===== config.mk =====
export PLATFORM = sky130hd
export DESIGN_NAME = sfb_front
export DESIGN_NICKNAME = d
export VERILOG_FILES = /design/src/sfb_sync.v /design/src/sfb_fifo.v /design/src/sfb_front.v
export VERILOG_INCLUDE_DIRS = /design/src
export SDC_FILE = /design/constraint.sdc
export NUM_CORES = 1
export LEC_CHECK = 0
export BUFFER_PORTS_ARGS = -buffer_cell sky130_fd_sc_hd__buf_4
export CAP_MARGIN = 10
export CORE_MARGIN = 1.5
export CORE_UTILIZATION = 52
export DETAILED_ROUTE_END_ITERATION = 16
export PLACE_DENSITY = 0.76
export RECOVER_POWER = 50
export SETUP_SLACK_MARGIN = 0.02
export SLEW_MARGIN = 20
export SYNTH_ARGS = -nofsm -noshare
export SYNTH_HDL_FRONTEND = slang
export SYNTH_SLANG_ARGS = --single-unit

===== constraint.sdc =====
create_clock -name clk -period 3 [get_ports clk]
set_input_delay 0.6 -clock clk [delete_from_list [all_inputs] [get_ports clk]]
set_output_delay 0.6 -clock clk [all_outputs]
set_load 0.02 [all_outputs]

===== src/sfb_map.vh =====
// Constants of the serial flash bus front end
// Notes on behaviour
// Pause pin acts only while quad_enable_bit is 0; otherwise it is lane 3.
// quad_enable_bit comes out of power-up set, so quad mode is default.
// Pause stops only serial traffic; running write, program or erase go on.
// 24-bit address splits into 4096 4 kB sectors, 32 kB halves, 64 kB blocks.
// Interface works with SPI mode 0 or mode 3; host uses one of them.
// Bits are sampled on rising clock edge, changed after falling edge.
// Opcodes 3Bh, BBh, 92h move two bits per clock on lanes 0 and 1.
// Opcodes 6Bh, EBh, E7h, 94h, 32h move four bits per clock on four lanes.
// Host issues quad commands only while quad_enable_bit is set.
// After power-up device stays unselected until a chip select falling edge.
// Commands are ignored until power-on threshold passes; then state resets.
// Below the power-on threshold during power-down, all commands are ignored.
// Select low means active; select high without write cycle means standby.
// While paused, outputs float, inputs and clock ignored, bit position kept.
// Host has select low before a pause and normally keeps it low throughout.
// Select going high during a pause resets the interface and drops command.
// Pause begins when pause pin goes low while serial clock is low.
// Pause ends when pause pin goes high while serial clock is low.
// While select is high, inputs are ignored and all outputs float.
// A pause pin change during clock high takes effect at next clock low.
`ifndef SFB_MAP_VH
`define SFB_MAP_VH
// Lane modes
`define SFB_MODE_SINGLE 2'h0
`define SFB_MODE_DUAL 2'h1
`define SFB_MODE_QUAD 2'h2
// Dual lane opcodes
`define SFB_OP_DUAL_OUT 8'h3b
`define SFB_OP_DUAL_IO 8'hbb
`define SFB_OP_DUAL_ID 8'h92
// Quad lane opcodes
`define SFB_OP_QUAD_OUT 8'h6b
`define SFB_OP_QUAD_IO 8'heb
`define SFB_OP_QUAD_WORD 8'he7
`define SFB_OP_QUAD_ID 8'h94
`define SFB_OP_QUAD_PROG 8'h32
// Reset values
`define SFB_QE_RST 1'b1
`define SFB_SYNC_INIT 7'h20
// Address field positions
`define SFB_SECTOR_LSB 12
`define SFB_HALF_LSB 15
`define SFB_BLOCK_LSB 16
`define SFB_ADDR_MSB 23
// Frame byte counts
`define SFB_ADDR_LAST 3'h3
`define SFB_BYTE_SAT 3'h4
// Receive buffer shape
`define SFB_RX_WIDTH 9
`define SFB_RX_DEPTH 8
`define SFB_RX_AW 3
`endif


===== src/sfb_sync.v =====
// Two-stage synchroniser for pin inputs
module sfb_sync #(
	parameter W = 1,
	parameter [W-1:0] INIT = {W{1'b0}}
) (
	input wire clk, // Block clock
	input wire rst_n, // Asynchronous reset, active low
	input wire [W-1:0] d, // Asynchronous inputs
	output reg [W-1:0] q // Synchronised outputs
);
reg [W-1:0] meta_r;
// First stage feeds only the second stage
always @(posedge clk or negedge rst_n) begin
	if (!rst_n) begin
		meta_r <= INIT;
		q <= INIT;
	end else begin
		meta_r <= d;
		q <= meta_r;
	end
end
endmodule


===== src/sfb_fifo.v =====
// Flip-flop FIFO with registered output stage
module sfb_fifo #(
	parameter W = 9,
	parameter D = 8,
	parameter AW = 3
) (
	input wire clk, // Block clock
	input wire rst_n, // Asynchronous reset, active low
	input wire in_valid, // Write request
	output wire in_ready, // Space available
	input wire [W-1:0] in_data, // Write data
	output reg out_valid, // Output word held
	input wire out_ready, // Consumer takes word
	output reg [W-1:0] out_data // Output word
);
localparam [AW:0] FULL = D[AW:0];
reg [W-1:0] mem [0:D-1];
reg [AW-1:0] wr_r;
reg [AW-1:0] rd_r;
reg [AW:0] cnt_r;
wire push;
wire pop;
wire load;
assign in_ready = (cnt_r != FULL);
assign push = in_valid && in_ready;
assign load = (cnt_r != {(AW+1){1'b0}}) && (!out_valid || out_ready);
assign pop = load;
// Storage write
always @(posedge clk) begin
	if (push) begin
		mem[wr_r] <= in_data;
	end
end
// Pointers, count and output stage
always @(posedge clk or negedge rst_n) begin
	if (!rst_n) begin
		wr_r <= {AW{1'b0}};
		rd_r <= {AW{1'b0}};
		cnt_r <= {(AW+1){1'b0}};
		out_valid <= 1'b0;
		out_data <= {W{1'b0}};
	end else begin
		if (push) begin
			wr_r <= (wr_r == D - 1) ? {AW{1'b0}} : wr_r + 1'b1;
		end
		if (pop) begin
			rd_r <= (rd_r == D - 1) ? {AW{1'b0}} : rd_r + 1'b1;
			out_data <= mem[rd_r];
			out_valid <= 1'b1;
		end else if (out_ready) begin
			out_valid <= 1'b0;
		end
		if (push && !pop) begin
			cnt_r <= cnt_r + 1'b1;
		end else if (pop && !push) begin
			cnt_r <= cnt_r - 1'b1;
		end
	end
end
endmodule


===== src/sfb_front.v =====
// Serial flash bus front end: select, lanes, pause and address map
`include "sfb_map.vh"
module sfb_front (
	input wire clk, // Block clock, 40 MHz
	input wire rst_n, // Asynchronous reset, active low
	input wire cs_n_i, // Chip select pin, active low
	input wire sck_i, // Serial clock pin
	input wire [3:0] io_in, // Lane pin levels, lane 3 doubles as pause
	output reg [3:0] io_out, // Lane drive values
	output reg [3:0] io_oe, // Lane drive enables, high drives
	input wire por_ok_i, // Supply above power-on threshold
	input wire write_busy, // Internal write cycle running
	input wire qe_wr, // Load quad_enable_bit, one-cycle pulse
	input wire qe_wr_val, // New quad_enable_bit value
	input wire tx_en, // Device drives read data on lanes
	input wire [7:0] tx_data, // Next byte to shift out
	output reg tx_next, // Pulse: tx_data taken
	input wire rx_ready, // Consumer takes received byte
	output wire rx_valid, // Received byte available
	output wire [8:0] rx_data, // Bit 8 marks opcode byte
	input wire ovf_clr, // Clear overflow flag
	output reg overflow_r, // Byte lost, buffer full
	output reg quad_enable_r, // quad_enable_bit
	output reg wp_n_r, // Write-guard pin level, low protects
	output reg [1:0] mode_r, // Current lane mode
	output reg [23:0] addr_r, // Captured byte address
	output reg addr_valid_r, // Address complete this frame
	output reg [11:0] sector_r, // Sector number
	output reg [8:0] half_r, // Half block number
	output reg [7:0] block_r, // Block number
	output reg paused_r, // Pause condition in force
	output reg active_r, // Active power mode
	output reg standby_r // Standby power mode
);
wire cs_s;
wire sck_s;
wire por_s;
wire [3:0] io_s;
reg sck_d_r;
reg armed_r;
reg sel_r;
reg [2:0] bit_cnt_r;
reg [7:0] rx_sh_r;
reg [2:0] byte_cnt_r;
reg [7:0] tx_sh_r;
reg [2:0] tx_cnt_r;
wire fifo_rdy;
wire rise;
wire fall;
wire live;
wire [2:0] lanes;
wire [3:0] cnt_sum;
wire byte_done;
wire [7:0] rx_nxt;
wire [7:0] tx_word;
wire [23:0] addr_nxt;
reg pause_nxt;

// Lanes per clock for a mode
function [2:0] lanes_of;
	input [1:0] m;
	begin
		case (m)
		`SFB_MODE_DUAL: lanes_of = 3'h2;
		`SFB_MODE_QUAD: lanes_of = 3'h4;
		default: lanes_of = 3'h1;
		endcase
	end
endfunction

// Lane mode chosen by an opcode
function [1:0] mode_of;
	input [7:0] op;
	input qe;
	begin
		case (op)
		`SFB_OP_DUAL_OUT, `SFB_OP_DUAL_IO, `SFB_OP_DUAL_ID:
			mode_of = `SFB_MODE_DUAL;
		`SFB_OP_QUAD_OUT, `SFB_OP_QUAD_IO, `SFB_OP_QUAD_WORD,
		`SFB_OP_QUAD_ID, `SFB_OP_QUAD_PROG:
			mode_of = qe ? `SFB_MODE_QUAD : `SFB_MODE_SINGLE;
		default: mode_of = `SFB_MODE_SINGLE;
		endcase
	end
endfunction

// Byte shifted left by the lane count
function [7:0] shl;
	input [7:0] v;
	input [1:0] m;
	begin
		case (m)
		`SFB_MODE_DUAL: shl = {v[5:0], 2'h0};
		`SFB_MODE_QUAD: shl = {v[3:0], 4'h0};
		default: shl = {v[6:0], 1'b0};
		endcase
	end
endfunction

// Received lanes merged below the held bits, highest lane first
function [7:0] shin;
	input [7:0] v;
	input [3:0] p;
	input [1:0] m;
	begin
		case (m)
		`SFB_MODE_QUAD: shin = {v[3:0], p};
		`SFB_MODE_DUAL: shin = {v[5:0], p[1:0]};
		default: shin = {v[6:0], p[0]};
		endcase
	end
endfunction

// Lane drive values; single output rides on lane 1
function [3:0] drv_val;
	input [7:0] v;
	input [1:0] m;
	begin
		case (m)
		`SFB_MODE_QUAD: drv_val = v[7:4];
		`SFB_MODE_DUAL: drv_val = {2'h0, v[7:6]};
		default: drv_val = {2'h0, v[7], 1'b0};
		endcase
	end
endfunction

// Lanes that a mode drives, all others float
function [3:0] drv_en;
	input [1:0] m;
	begin
		case (m)
		`SFB_MODE_QUAD: drv_en = 4'hf;
		`SFB_MODE_DUAL: drv_en = 4'h3;
		default: drv_en = 4'h2;
		endcase
	end
endfunction

// Pins pass two flip-flops before any logic reads them
sfb_sync #(.W(7), .INIT(`SFB_SYNC_INIT)) u_sync (
	.clk(clk),
	.rst_n(rst_n),
	.d({por_ok_i, cs_n_i, sck_i, io_in}),
	.q({por_s, cs_s, sck_s, io_s})
);

// Receive buffer between the link and the consumer
sfb_fifo #(.W(`SFB_RX_WIDTH), .D(`SFB_RX_DEPTH), .AW(`SFB_RX_AW)) u_rx (
	.clk(clk),
	.rst_n(rst_n),
	.in_valid(byte_done),
	.in_ready(fifo_rdy),
	.in_data({(byte_cnt_r == 3'h0), rx_nxt}),
	.out_valid(rx_valid),
	.out_ready(rx_ready),
	.out_data(rx_data)
);

// Serial clock edges; mode 0 and mode 3 both idle cleanly here
assign rise = sck_s && !sck_d_r;
assign fall = !sck_s && sck_d_r;
// Clock and data count only while selected and not paused
assign live = sel_r && !paused_r;
assign lanes = lanes_of(mode_r);
assign cnt_sum = {1'b0, bit_cnt_r} + {1'b0, lanes};
assign byte_done = rise && live && cnt_sum[3];
assign tx_word = (tx_cnt_r == 3'h0) ? tx_data : tx_sh_r;
assign addr_nxt = {addr_r[15:0], rx_nxt};

// Incoming bits land in lane order, highest lane first
assign rx_nxt = shin(rx_sh_r, io_s, mode_r);

// Pause follows the pin only while the clock is low
always @* begin
	pause_nxt = paused_r;
	// Deselect or quad mode cancels any pause at once
	if (quad_enable_r || cs_s || !sel_r) begin
		pause_nxt = 1'b0;
	end else if (!sck_s) begin
		pause_nxt = !io_s[3];
	end
end

// Selection, power gating and pause state
always @(posedge clk or negedge rst_n) begin
	if (!rst_n) begin
		sck_d_r <= 1'b0;
		armed_r <= 1'b0;
		sel_r <= 1'b0;
		paused_r <= 1'b0;
		active_r <= 1'b0;
		standby_r <= 1'b0;
	end else begin
		sck_d_r <= sck_s;
		// Select arms only after a high level is seen above threshold
		armed_r <= por_s && cs_s;
		if (!por_s || cs_s) begin
			sel_r <= 1'b0;
		end else if (armed_r) begin
			sel_r <= 1'b1;
		end
		// Clock-high pin changes wait for clock low
		paused_r <= pause_nxt;
		active_r <= sel_r;
		// Write cycles keep running through a pause
		standby_r <= !sel_r && !write_busy;
	end
end

// Receive shifting, frame byte count and lane mode
always @(posedge clk or negedge rst_n) begin
	if (!rst_n) begin
		bit_cnt_r <= 3'h0;
		rx_sh_r <= 8'h00;
		byte_cnt_r <= 3'h0;
		mode_r <= `SFB_MODE_SINGLE;
	end else if (!sel_r) begin
		// Deselect, also during a pause, drops the command
		bit_cnt_r <= 3'h0;
		byte_cnt_r <= 3'h0;
		mode_r <= `SFB_MODE_SINGLE;
	end else if (rise && live) begin
		rx_sh_r <= rx_nxt;
		bit_cnt_r <= cnt_sum[2:0];
		if (byte_done) begin
			if (byte_cnt_r == 3'h0) begin
				mode_r <= mode_of(rx_nxt, quad_enable_r);
			end
			if (byte_cnt_r != `SFB_BYTE_SAT) begin
				byte_cnt_r <= byte_cnt_r + 3'h1;
			end
		end
	end
end

// Address capture and sector, half block and block decode
always @(posedge clk or negedge rst_n) begin
	if (!rst_n) begin
		addr_r <= 24'h000000;
		addr_valid_r <= 1'b0;
		sector_r <= 12'h000;
		half_r <= 9'h000;
		block_r <= 8'h00;
	end else if (!sel_r) begin
		addr_valid_r <= 1'b0;
	end else if (byte_done && byte_cnt_r != 3'h0 &&
		byte_cnt_r <= `SFB_ADDR_LAST) begin
		addr_r <= addr_nxt;
		if (byte_cnt_r == `SFB_ADDR_LAST) begin
			addr_valid_r <= 1'b1;
			sector_r <= addr_nxt[`SFB_ADDR_MSB:`SFB_SECTOR_LSB];
			half_r <= addr_nxt[`SFB_ADDR_MSB:`SFB_HALF_LSB];
			block_r <= addr_nxt[`SFB_ADDR_MSB:`SFB_BLOCK_LSB];
		end
	end
end

// Transmit: lanes change after the falling clock edge
always @(posedge clk or negedge rst_n) begin
	if (!rst_n) begin
		tx_sh_r <= 8'h00;
		tx_cnt_r <= 3'h0;
		tx_next <= 1'b0;
		io_out <= 4'h0;
		io_oe <= 4'h0;
	end else begin
		tx_next <= 1'b0;
		if (!sel_r) begin
			tx_cnt_r <= 3'h0;
			io_oe <= 4'h0;
		end else if (paused_r || !tx_en) begin
			// Floating lanes, bit position held for resume
			io_oe <= 4'h0;
		end else if (fall) begin
			tx_sh_r <= shl(tx_word, mode_r);
			tx_cnt_r <= tx_cnt_r + lanes;
			tx_next <= (tx_cnt_r == 3'h0);
			// Lanes of the mode carry the top bits of the byte
			io_out <= drv_val(tx_word, mode_r);
			io_oe <= drv_en(mode_r);
		end
	end
end

// quad_enable_bit, write-guard pin and overflow flag
always @(posedge clk or negedge rst_n) begin
	if (!rst_n) begin
		quad_enable_r <= `SFB_QE_RST;
		wp_n_r <= 1'b1;
		overflow_r <= 1'b0;
	end else begin
		if (qe_wr) begin
			quad_enable_r <= qe_wr_val;
		end
		// Write-guard function exists only outside quad mode
		wp_n_r <= quad_enable_r ? 1'b1 : io_s[2];
		// A lost byte sets the flag even in a clear cycle
		if (byte_done && !fifo_rdy) begin
			overflow_r <= 1'b1;
		end else if (ovf_clr) begin
			overflow_r <= 1'b0;
		end
	end
end
endmodule


# Word-level counts from Yosys, hierarchy flattened
# Memory sizes are Yosys's and may differ from the RTL's. A register that Yosys moved wholly into a read port is not among the register bits.
# Index checks and enable logic that the tools add are counted.
[word_totals]
ram_bits = 72
regBits = 123
elab_cells = 159
memories = 1
[classes]
reduce_logical = 50
n_eq_ne = 25
n_mux = 45
n_bitwise = 1
add_sub_neg = 7
magnitude_cmp = 1
[mem_list]
columns = ["memory", "words", "width", "read_ports", "rd_ports_with_merged_regs", "wr", "line_no", "source"]
rows = [
  ["u_rx.mem", 8, 9, 1, 1, 1, "sfb_fifo.v:17", "reg [W-1:0] mem [0:D-1];"],
]
[op_table]
columns = ["op", "count"]
rows = [
  ["== test 8 bit (second input constant)", 5],
  ["two-way mux 3 bit", 11],
  ["one-hot mux 8 bit (2 select lines)", 2],
  ["two-way mux 4 bit", 5],
  ["two-way mux 1 bit", 17],
  ["== test 8 x 6 -> 1 bit (second input constant)", 2],
  ["one-hot mux 4 bit (2 select lines)", 2],
  ["logical AND 1 bit", 14],
  ["!= test 2 x 1 -> 1 bit (second input constant)", 7],
  ["zero test 1 bit", 13],
  ["AND reduction 3 bit", 4],
  ["two-way mux 2 bit", 5],
  ["adder 3 x 1 -> 3 bit (second input constant)", 3],
  ["== test 8 x 7 -> 1 bit (second input constant)", 1],
  ["two-way mux 8 bit", 1],
  ["AND reduction 2 bit", 4],
  ["nonzero test 2 bit", 4],
  ["== test 3 bit (second input constant)", 2],
  ["zero test 3 bit", 2],
  ["one-hot mux 3 bit (2 select lines)", 1],
  ["logical OR 1 bit", 5],
  ["OR reduction 5 bit", 1],
  ["adder 3 x 3 -> 4 bit", 1],
  ["adder 4 x 1 -> 4 bit (second input constant)", 1],
  ["other kinds (15)", 16],
]

# Logic depth before layout (Yosys ltp)
# Gate-level depths: netlist (run 1).
[logic_depth]
word_depth = 9
mapped_depth = 15
depth_no_buf = 15

# Modules after synthesis
# A second synthesis (run 1) with hierarchy kept.
[hier_totals]
hier_cells = 609
hier_area_um2 = 8013.9
[modules_own_cells]
columns = ["module", "area_each_um2", "cells_each", "instances"]
rows = [
  ["sfb_front", 3893.7, 352, 1],
  ["sfb_fifo", 3767.4, 243, 1],
  ["sfb_sync", 352.8, 14, 1],
]

# Worst setup path after synthesis (run 1)
# No wires, ideal clock.
[synth_timing]
path_type = "register -> register"
from = "register mode_r[0]"
to = "register u_rx.cnt_r[3]"
required_ns = 2.875
period_less_slack_ns = 3.257
stages_incl_launch_ff = 16
t_arrival_ns = 3.131
path_slack_ns = -0.257
cell_sequence = "dfrtp_1 inv_1 ha_1 ha_1 a31o_2 a31o_2 nand3_1 inv_1 ha_1 inv_1 ha_1 a21o_1 a21oi_1 xnor2_1 nor2_1 xor2_1"
[synth_via]
elab_chain_cells = 8
[synth_lines]
columns = ["item", "line_no", "source"]
rows = [
  ["from (decl)", "sfb_front.v:25", "output reg [1:0] mode_r,"],
  ["from (signal assigned)", "sfb_front.v:216", "mode_r <= `SFB_MODE_SINGLE;"],
  ["from (signal assigned)", "sfb_front.v:221", "mode_r <= `SFB_MODE_SINGLE;"],
  ["from (signal assigned)", "sfb_front.v:227", "mode_r <= mode_of(rx_nxt, quad_enable_r);"],
  ["== test 2 bit / == test 2 x 1 -> 1 bit (equally long branches)", "sfb_front.v:63", "case (m)"],
  ["one-hot mux 3 bit (2 select lines) *", "sfb_front.v:63", ""],
  ["adder 3 x 3 -> 4 bit *", "sfb_front.v:165", "assign cnt_sum = {1'b0, bit_cnt_r} + {1'b0, lanes};"],
  ["logical AND 1 bit *", "sfb_front.v:166", "assign byte_done = rise && live && cnt_sum[3];"],
  ["logical AND 1 bit *", "sfb_fifo.v:25", "assign push = in_valid && in_ready;"],
  ["net u_rx.push", "sfb_fifo.v:21", "wire push;"],
  ["zero test 1 bit", "sfb_fifo.v:55", "end else if (pop && !push) begin"],
  ["logical AND 1 bit", "sfb_fifo.v:55", ""],
  ["nonzero test 2 bit (no source line)", "n/a", ""],
  ["to (signal assigned)", "sfb_fifo.v:39", "cnt_r <= {(AW+1){1'b0}};"],
  ["to (signal assigned)", "sfb_fifo.v:54", "cnt_r <= cnt_r + 1'b1;"],
  ["to (signal assigned)", "sfb_fifo.v:56", "cnt_r <= cnt_r - 1'b1;"],
  ["to (decl)", "sfb_fifo.v:20", "reg [AW:0] cnt_r;"],
]
# The timed path passes the listed nets; every way through them passes the cells marked *.
# A chain may end at the register's enable or synchronous reset.

# Final worst setup path (run 1)
# Same ends and word-level chain as after synthesis.

==> impl_metrics.toml, run 1 <==
[outcome]
outcome = "complete, no violations"

[worst_setup_path]
r2r-end = "u_rx.cnt_r[3]$_DFFE_PN0P_"
cp_slowest_cell = "dfrtp_2"
crit_path_start_kind = "register"
crit_type = "reg2reg"
reg2reg_depth = 15
critPathCaptureType = "register"
crit_arrival_ns = 3.15
crit_required_ns = 3.31
timing.rr.start = "mode_r[0]$_DFFE_PN0P_"
critPathMaxFanout = 4
rrSetupSlack_ns = 0.16
cpPeakStageDelay_ns = 0.43
path_cells = "inv_2 -> ha_4 -> ha_4 -> a31o_2 -> a31o_2 -> nand3_2 -> inv_1 -> ha_2 -> inv_2 -> ha_1 -> a21o_1 -> a21oi_2 -> xnor2_1 -> nor2_1 -> xor2_1"

[placement]
pre_cts_slack_ns = 0.0311
hpwl_mm = 10.2
placedCellCount = 823
place.gp.congestion = 0.922
port_buffers = 103

[grt]
globalRouteMet3Util_pct = 4.76
grt_max_degree = 102
met1_usage_pct = 25.5
grt_pass1_vias = 4713
antenna_found_initial = 0
grt_usage_pct = 19.8
grt_pass1_wl_mm = 24.3
grt_overflow_total = 0
grt-busiest-layer = "met2"
grt_util_met2_pct = 33.3

[hold_path]
hold_path_class = "in2reg"
min_path_cells = 1
min_to = "u_sync.meta_r[5]$_DFF_PN1_"
min_from = "cs_n_i"

[synthesis]
syn_avg_cell_area_sq_um = 14.1
yosysMostFrequentCell = "dfrtp_1"
synthCells = 554
synth_top_area_cell = "dfrtp_1"
syn_area_sq_mm = 0.00783
synth_fp_nets = 596
yosysWarnings = 0
ys_seq_area_share_pct = 63.8
ys_top_cells_by_area = "dfrtp_1, edfxtp_1, mux2_2"
synth_seq_cells = 185
synth_edf_count = 72
synth-async-reset-ratio_pct = 61.1
synth_top_area_share_pct = 34.8
synthFlopType = "dfrtp_1"
yosysUniqueCellTypes = 52
synth_common_cells = "dfrtp_1, edfxtp_1, mux2_2, nand2_1, nor2_1"

[pwr]
total_power_w = 0.00626
p_leak_nw = 3.91
power_density_mw_per_mm2 = 680
vdd_drop_max_uv = 560

[sta]
drv_slew = 0
slew-limit-headroom_pct = 38.4
period_minus_slack_ns = 2.84
finalSetupTns_ns = 0
rsz0062_at_grt = "no"
fin_skew_ns = 0.00832
period_share_pct = 94.6
finalHoldViolations = 0
final-setup-viol-count = 0
finalWorstSetupSlack_ns = 0.162
max_freq_mhz = 352
worst_pin_slew_ns = 0.924

[final_layout]
area_delta_synth_final_pct = 17.6
n_fill_cell = 1144
regArea_sq_mm = 0.00500
final_cells = 858
num_antenna_cells = 0
final_nets = 703
drive_gt1_share_pct = 24.2
multi_input_area_sq_mm = 0.00257

[floorplan]
initial_core_util_pct = 53.7
dieWidth_microns = 126
die_area_sq_mm = 0.0158
ios = 104
die_y_microns = 126
core_area_sq_mm = 0.0146
rows = 44

[cts]
cts_root_buf = "clkbuf_16"
htreeDepth = 4
clock_sinks = 185
cts_tree = "yes"
cts_made_buffers = 17
clkLatencyLatePin_ns = 0.43
path_clk_slew_ns = 0.07
clock_path_buffers = 2

[detailed_routing]
wl_mm = 15.1
postRouteAntennaNets = 0
first_iter_violations = 287
num_vias = 4748
wl_per_cell_microns = 17.6
routed_via_density = 5.53
drt_pre_antenna_iters = 4
drc_errors = 0

[run]
cap_viol_max_count = 0
worst max-delay path by stage:
stage	from	end	slack (ns)	depth (start not counted)
6_report	mode_r[0]$_DFFE_PN0P_	u_rx.cnt_r[3]$_DFFE_PN0P_	0.16	15
5_1_grt	mode_r[0]$_DFFE_PN0P_	u_rx.cnt_r[3]$_DFFE_PN0P_	0.008	15
4_1_cts	mode_r[0]$_DFFE_PN0P_	u_rx.cnt_r[3]$_DFFE_PN0P_	0.03	15
3_5_place_dp	mode_r[0]$_DFFE_PN0P_	u_rx.cnt_r[3]$_DFFE_PN0P_	0.03	15
3_3_place_gp	mode_r[0]$_DFFE_PN0P_	u_rx.cnt_r[3]$_DFFE_PN0P_	0.14	15
2_1_floorplan	mode_r[1]$_DFFE_PN0P_	u_rx.cnt_r[3]$_DFFE_PN0P_	0.03	14
where the power goes:
group          switching [W]  internal (W)
clock network       0.000975       0.00133
logic               0.000489      0.000469
registers           0.000198       0.00280
total                0.00166       0.00460
registers in the layout (all words and copies together) (netlist names), 4 cells and up:
register,count
u_rx.out_data,9
u_rx.cnt_r,4
sector_r,12
u_rx.mem,72
u_sync.meta_r,7
tx_sh_r,7
u_sync.q,7
io_out,4
addr_r,24
rx_sh_r,7
critical path, delay by kind of cell (launching register included):
kind / cells / cell delay, ns
AO/OA/AOI/OAI: 4 / 0.82
adder cells (fa/ha/maj): 4 / 0.80
flip-flops: 1 / 0.43
XOR/XNOR: 2 / 0.28
buffers and inverters: 3 / 0.25
AND/OR/NAND/NOR: 2 / 0.15
cells in the final DEF, fill, tap and decap left out, types with 7 or more instances in the layout:
| master | instances |
|---|---|
| a21oi_1 | 21 |
| buf_4 | 50 |
| clkbuf_1 | 69 |
| clkbuf_16 | 17 |
| clkbuf_4 | 7 |
| dfrtp_1 | 107 |
| edfxtp_1 | 72 |
| ha_1 | 14 |
| inv_1 | 18 |
| mux2_1 | 10 |
| mux2_2 | 37 |
| mux2i_1 | 18 |
| mux4_2 | 18 |
| nand2_1 | 37 |
| nor2_1 | 32 |
| nor3_1 | 9 |
| o21ai_0 | 17 |
final cells by class:
type / count / area share (%)
tap: 184 / 2.50
inverter: 20 / 0.816
timing repair buffer: 128 / 7.79
clock buffer: 17 / 4.62
sequential: 185 / 54.3
multi-input combinational: 309 / 27.9
clock inverter: 15 / 2.05
kinds of logic (layout without fill, tap and decap cells):
kind of cell             count (synthesis)  in the layout  synth area share (%)
multiplexers                            83             83                  14.2
AND/OR/NAND/NOR                        122            122                  7.74
buffers and inverters                   60            180                  3.87
XOR/XNOR                                10             10                  1.21
flip-flops                             185            185                  63.8
adder cells (fa/ha/maj)                 19             19                  3.13
AO/OA/AOI/OAI                           75             75                  5.99
per-stage QoR:
stage	cell area (sq um)	util, %	hold slack (ns)
final	9200	63.1	0.283
after global routing	9200	63.1	0.264
after CTS	9430	64.6	0.254
after detailed placement	8800	60.3	0.336
after global placement	8800	60.3	0.333
after floorplan	7850	-	0.304
layer usage:
| layer | vias up | wire (microns) | part of all wire (%) |
|---|---|---|---|
| met5 | - | 0 | 0 |
| met4 | 0 | 195 | 1.3 |
| met3 | 20 | 568 | 3.8 |
| met2 | 119 | 7860 | 52 |
| met1 | 2400 | 6490 | 43 |
| li1 | 2209 | - | - |
what timing repair did:
item | 4_1_cts | 5_1_grt
hold endpoints to repair | 12 | 0
gates resized for setup | 1 | 6
endpoints found under the setup margin | 1 | 1
hold buffers | 1 | 0
setup buffers | 0 | 2
Note: power is estimated with default switching activity, not from simulation.
==> run 2: changes to the inputs <==
Settings changed: RECOVER_POWER 50 to unset.
==> run 2 against run 1 <==
Compared with the run above: worst setup slack got worse by 0.0053 ns; clock skew increased by 0.0015 ns; hold slack got worse by 0.0076 ns; critical endpoint unchanged.
==> impl_metrics.toml, run 2 (synthesis results as in run 1) <==
[outcome]
outcome = "complete, no violations"

[floorplan]
rows = 44
die_area_sq_mm = 0.0158
dieWidth_microns = 126
ios = 104
initial_core_util_pct = 53.7
core_area_sq_mm = 0.0146
die_y_microns = 126

[final_layout]
drive_gt1_share_pct = 34.7
largest_reg_flops = 72
top_register = "u_rx.mem"
num_antenna_cells = 0
largestRegisters = "u_rx.mem: 72 flops, addr_r: 24 flops, sector_r: 12 flops"
layout_commonest_cell = "buf_4"
final_nets = 703
area_delta_synth_final_pct = 20.9
final_cell_mix = "buf_4, dfrtp_1, edfxtp_1"

[worst_setup_path]
crit_buf_inv = 3
cp_top_family = "compound AO/OA/AOI/OAI gates"
startpoint = "mode_r[0]$_DFFE_PN0P_"
timing.rr.start = "mode_r[0]$_DFFE_PN0P_"
crit_type = "reg2reg"
crit_arrival_ns = 3.15
critPathCaptureType = "register"
critPathMaxFanout = 4
crit_required_ns = 3.31
crit_path_start_kind = "register"
cpPeakStageDelay_ns = 0.43
rrSetupSlack_ns = 0.16
path_cells = "inv_2 -> ha_4 -> ha_4 -> a31o_2 -> a31o_2 -> nand3_2 -> inv_1 -> ha_2 -> inv_2 -> ha_1 -> a21o_1 -> a21oi_2 -> xnor2_1 -> nor2_1 -> xor2_1"
cp_slowest_cell = "dfrtp_2"

[grt]
grt_max_degree = 102
antenna_found_initial = 0
grt_pass1_wl_mm = 24.3
grt_pass1_vias = 4713
grt_overflow_total = 0
grt_usage_pct = 19.8

[cts]
htreeDepth = 4
clock_sinks = 185
clkLatencyLatePin_ns = 0.43
cts_made_buffers = 17
path_clk_slew_ns = 0.07
clock_path_buffers = 2
cts_root_buf = "clkbuf_16"
cts_tree = "yes"

[hold_path]
min_from = "io_in[0]"
hold_path_class = "in2reg"

[sta]
finalSetupTns_ns = 0
max_freq_mhz = 352
drv_slew = 0
period_minus_slack_ns = 2.84
slew-limit-headroom_pct = 39.9
worst_pin_slew_ns = 0.901
rsz0062_at_grt = "no"
hold_slack_ns = 0.275
finalHoldViolations = 0
fin_skew_ns = 0.00983
final-setup-viol-count = 0
period_share_pct = 94.8
finalWorstSetupSlack_ns = 0.157

[detailed_routing]
route.met2.wl_mm = 7.81
wl_per_cell_microns = 17.6
wl_met3_microns = 638
num_vias = 4741
wl_mm = 15.1
drt_pre_antenna_iters = 6
postRouteAntennaNets = 0
top_layer_used = "met4"
first_iter_violations = 275
met1_length_mm = 6.44
drc_errors = 0
routed_via_density = 5.53

[pwr]
power_density_mw_per_mm2 = 667
p_leak_nw = 4.20
vdd_drop_max_uv = 559

[placement]
port_buffers = 103
place.gp.congestion = 0.922
hpwl_mm = 10.2
pre_cts_slack_ns = 0.0311

[run]
cap_viol_max_count = 0
## run 2: changes by cell type in the layout (fill, tap and decap cells not counted)
cell | before | now
dfstp_2 | 2 | 4
clkbuf_1 | 69 | 0
and2_0 | 1 | 0
and2_1 | 6 | 7
dfstp_1 | 2 | 0
clkbuf_4 | 7 | 0
buf_4 | 50 | 126
## run 2: stage by stage
step | area (sq um) | utilization (%) | total power [W] | cells
after floorplan | 7850 | - | 0.00371 | 554
after global placement | 8800 | 60.3 | 0.00402 | 823
after detailed placement | 8800 | 60.3 | 0.00407 | 823
after CTS | 9430 | 64.6 | 0.00638 | 856
after global routing | 9460 | 64.9 | 0.00659 | 858
final | 9460 | 64.9 | 0.00631 | 858
## run 2: per-layer routing
layer | global-route usage (%) | vias to the layer above
met3 | 4.76 | 19
li1 | - | 2210
met4 | 6.82 | 0
met5 | 0 | -
met2 | 33.3 | 124
met1 | 25.5 | 2388
## run 2: final cells by class
class	count	area (sq um)
well taps	184	230
fillers	1071	5130
multi-input cells	309	2570
flip-flops and latches	185	5000
clock buffers	17	425
clock inverters	15	189
repair buffers	128	976
inverters	20	75.1
## run 2: power breakdown
group	leakage (nW)	internal [W]	switching, W
Combinational	1.75	0.000522	0.000487
Clock	0.294	0.00133	0.000975
Sequential	2.15	0.00280	0.000199
Total	4.20	0.00465	0.00166
## run 2: final timing paths
| kind | end | cells after the start |
|---|---|---|
| hold reg to reg | u_sync.q[2]$_DFF_PN0_ | 0 |
| max in group asynchronous | mode_r[1]$_DFFE_PN0P_ | 3 |
| setup / recovery | u_rx.cnt_r[3]$_DFFE_PN0P_ | 15 |
| setup reg to reg | u_rx.cnt_r[3]$_DFFE_PN0P_ | 15 |
| min in group asynchronous | u_rx.out_data[0]$_DFFE_PN0P_ | 2 |
| hold / removal | u_sync.meta_r[0]$_DFF_PN0_ | 1 |
## run 2: what timing repair did
| action | 4_1_cts | 5_1_grt |
|---|---|---|
| hold buffers | 1 | 0 |
| endpoints found under the hold margin | 12 | 0 |
| setup buffers | 0 | 2 |
| gates resized for setup | 1 | 6 |
| setup endpoints to repair | 1 | 1 |
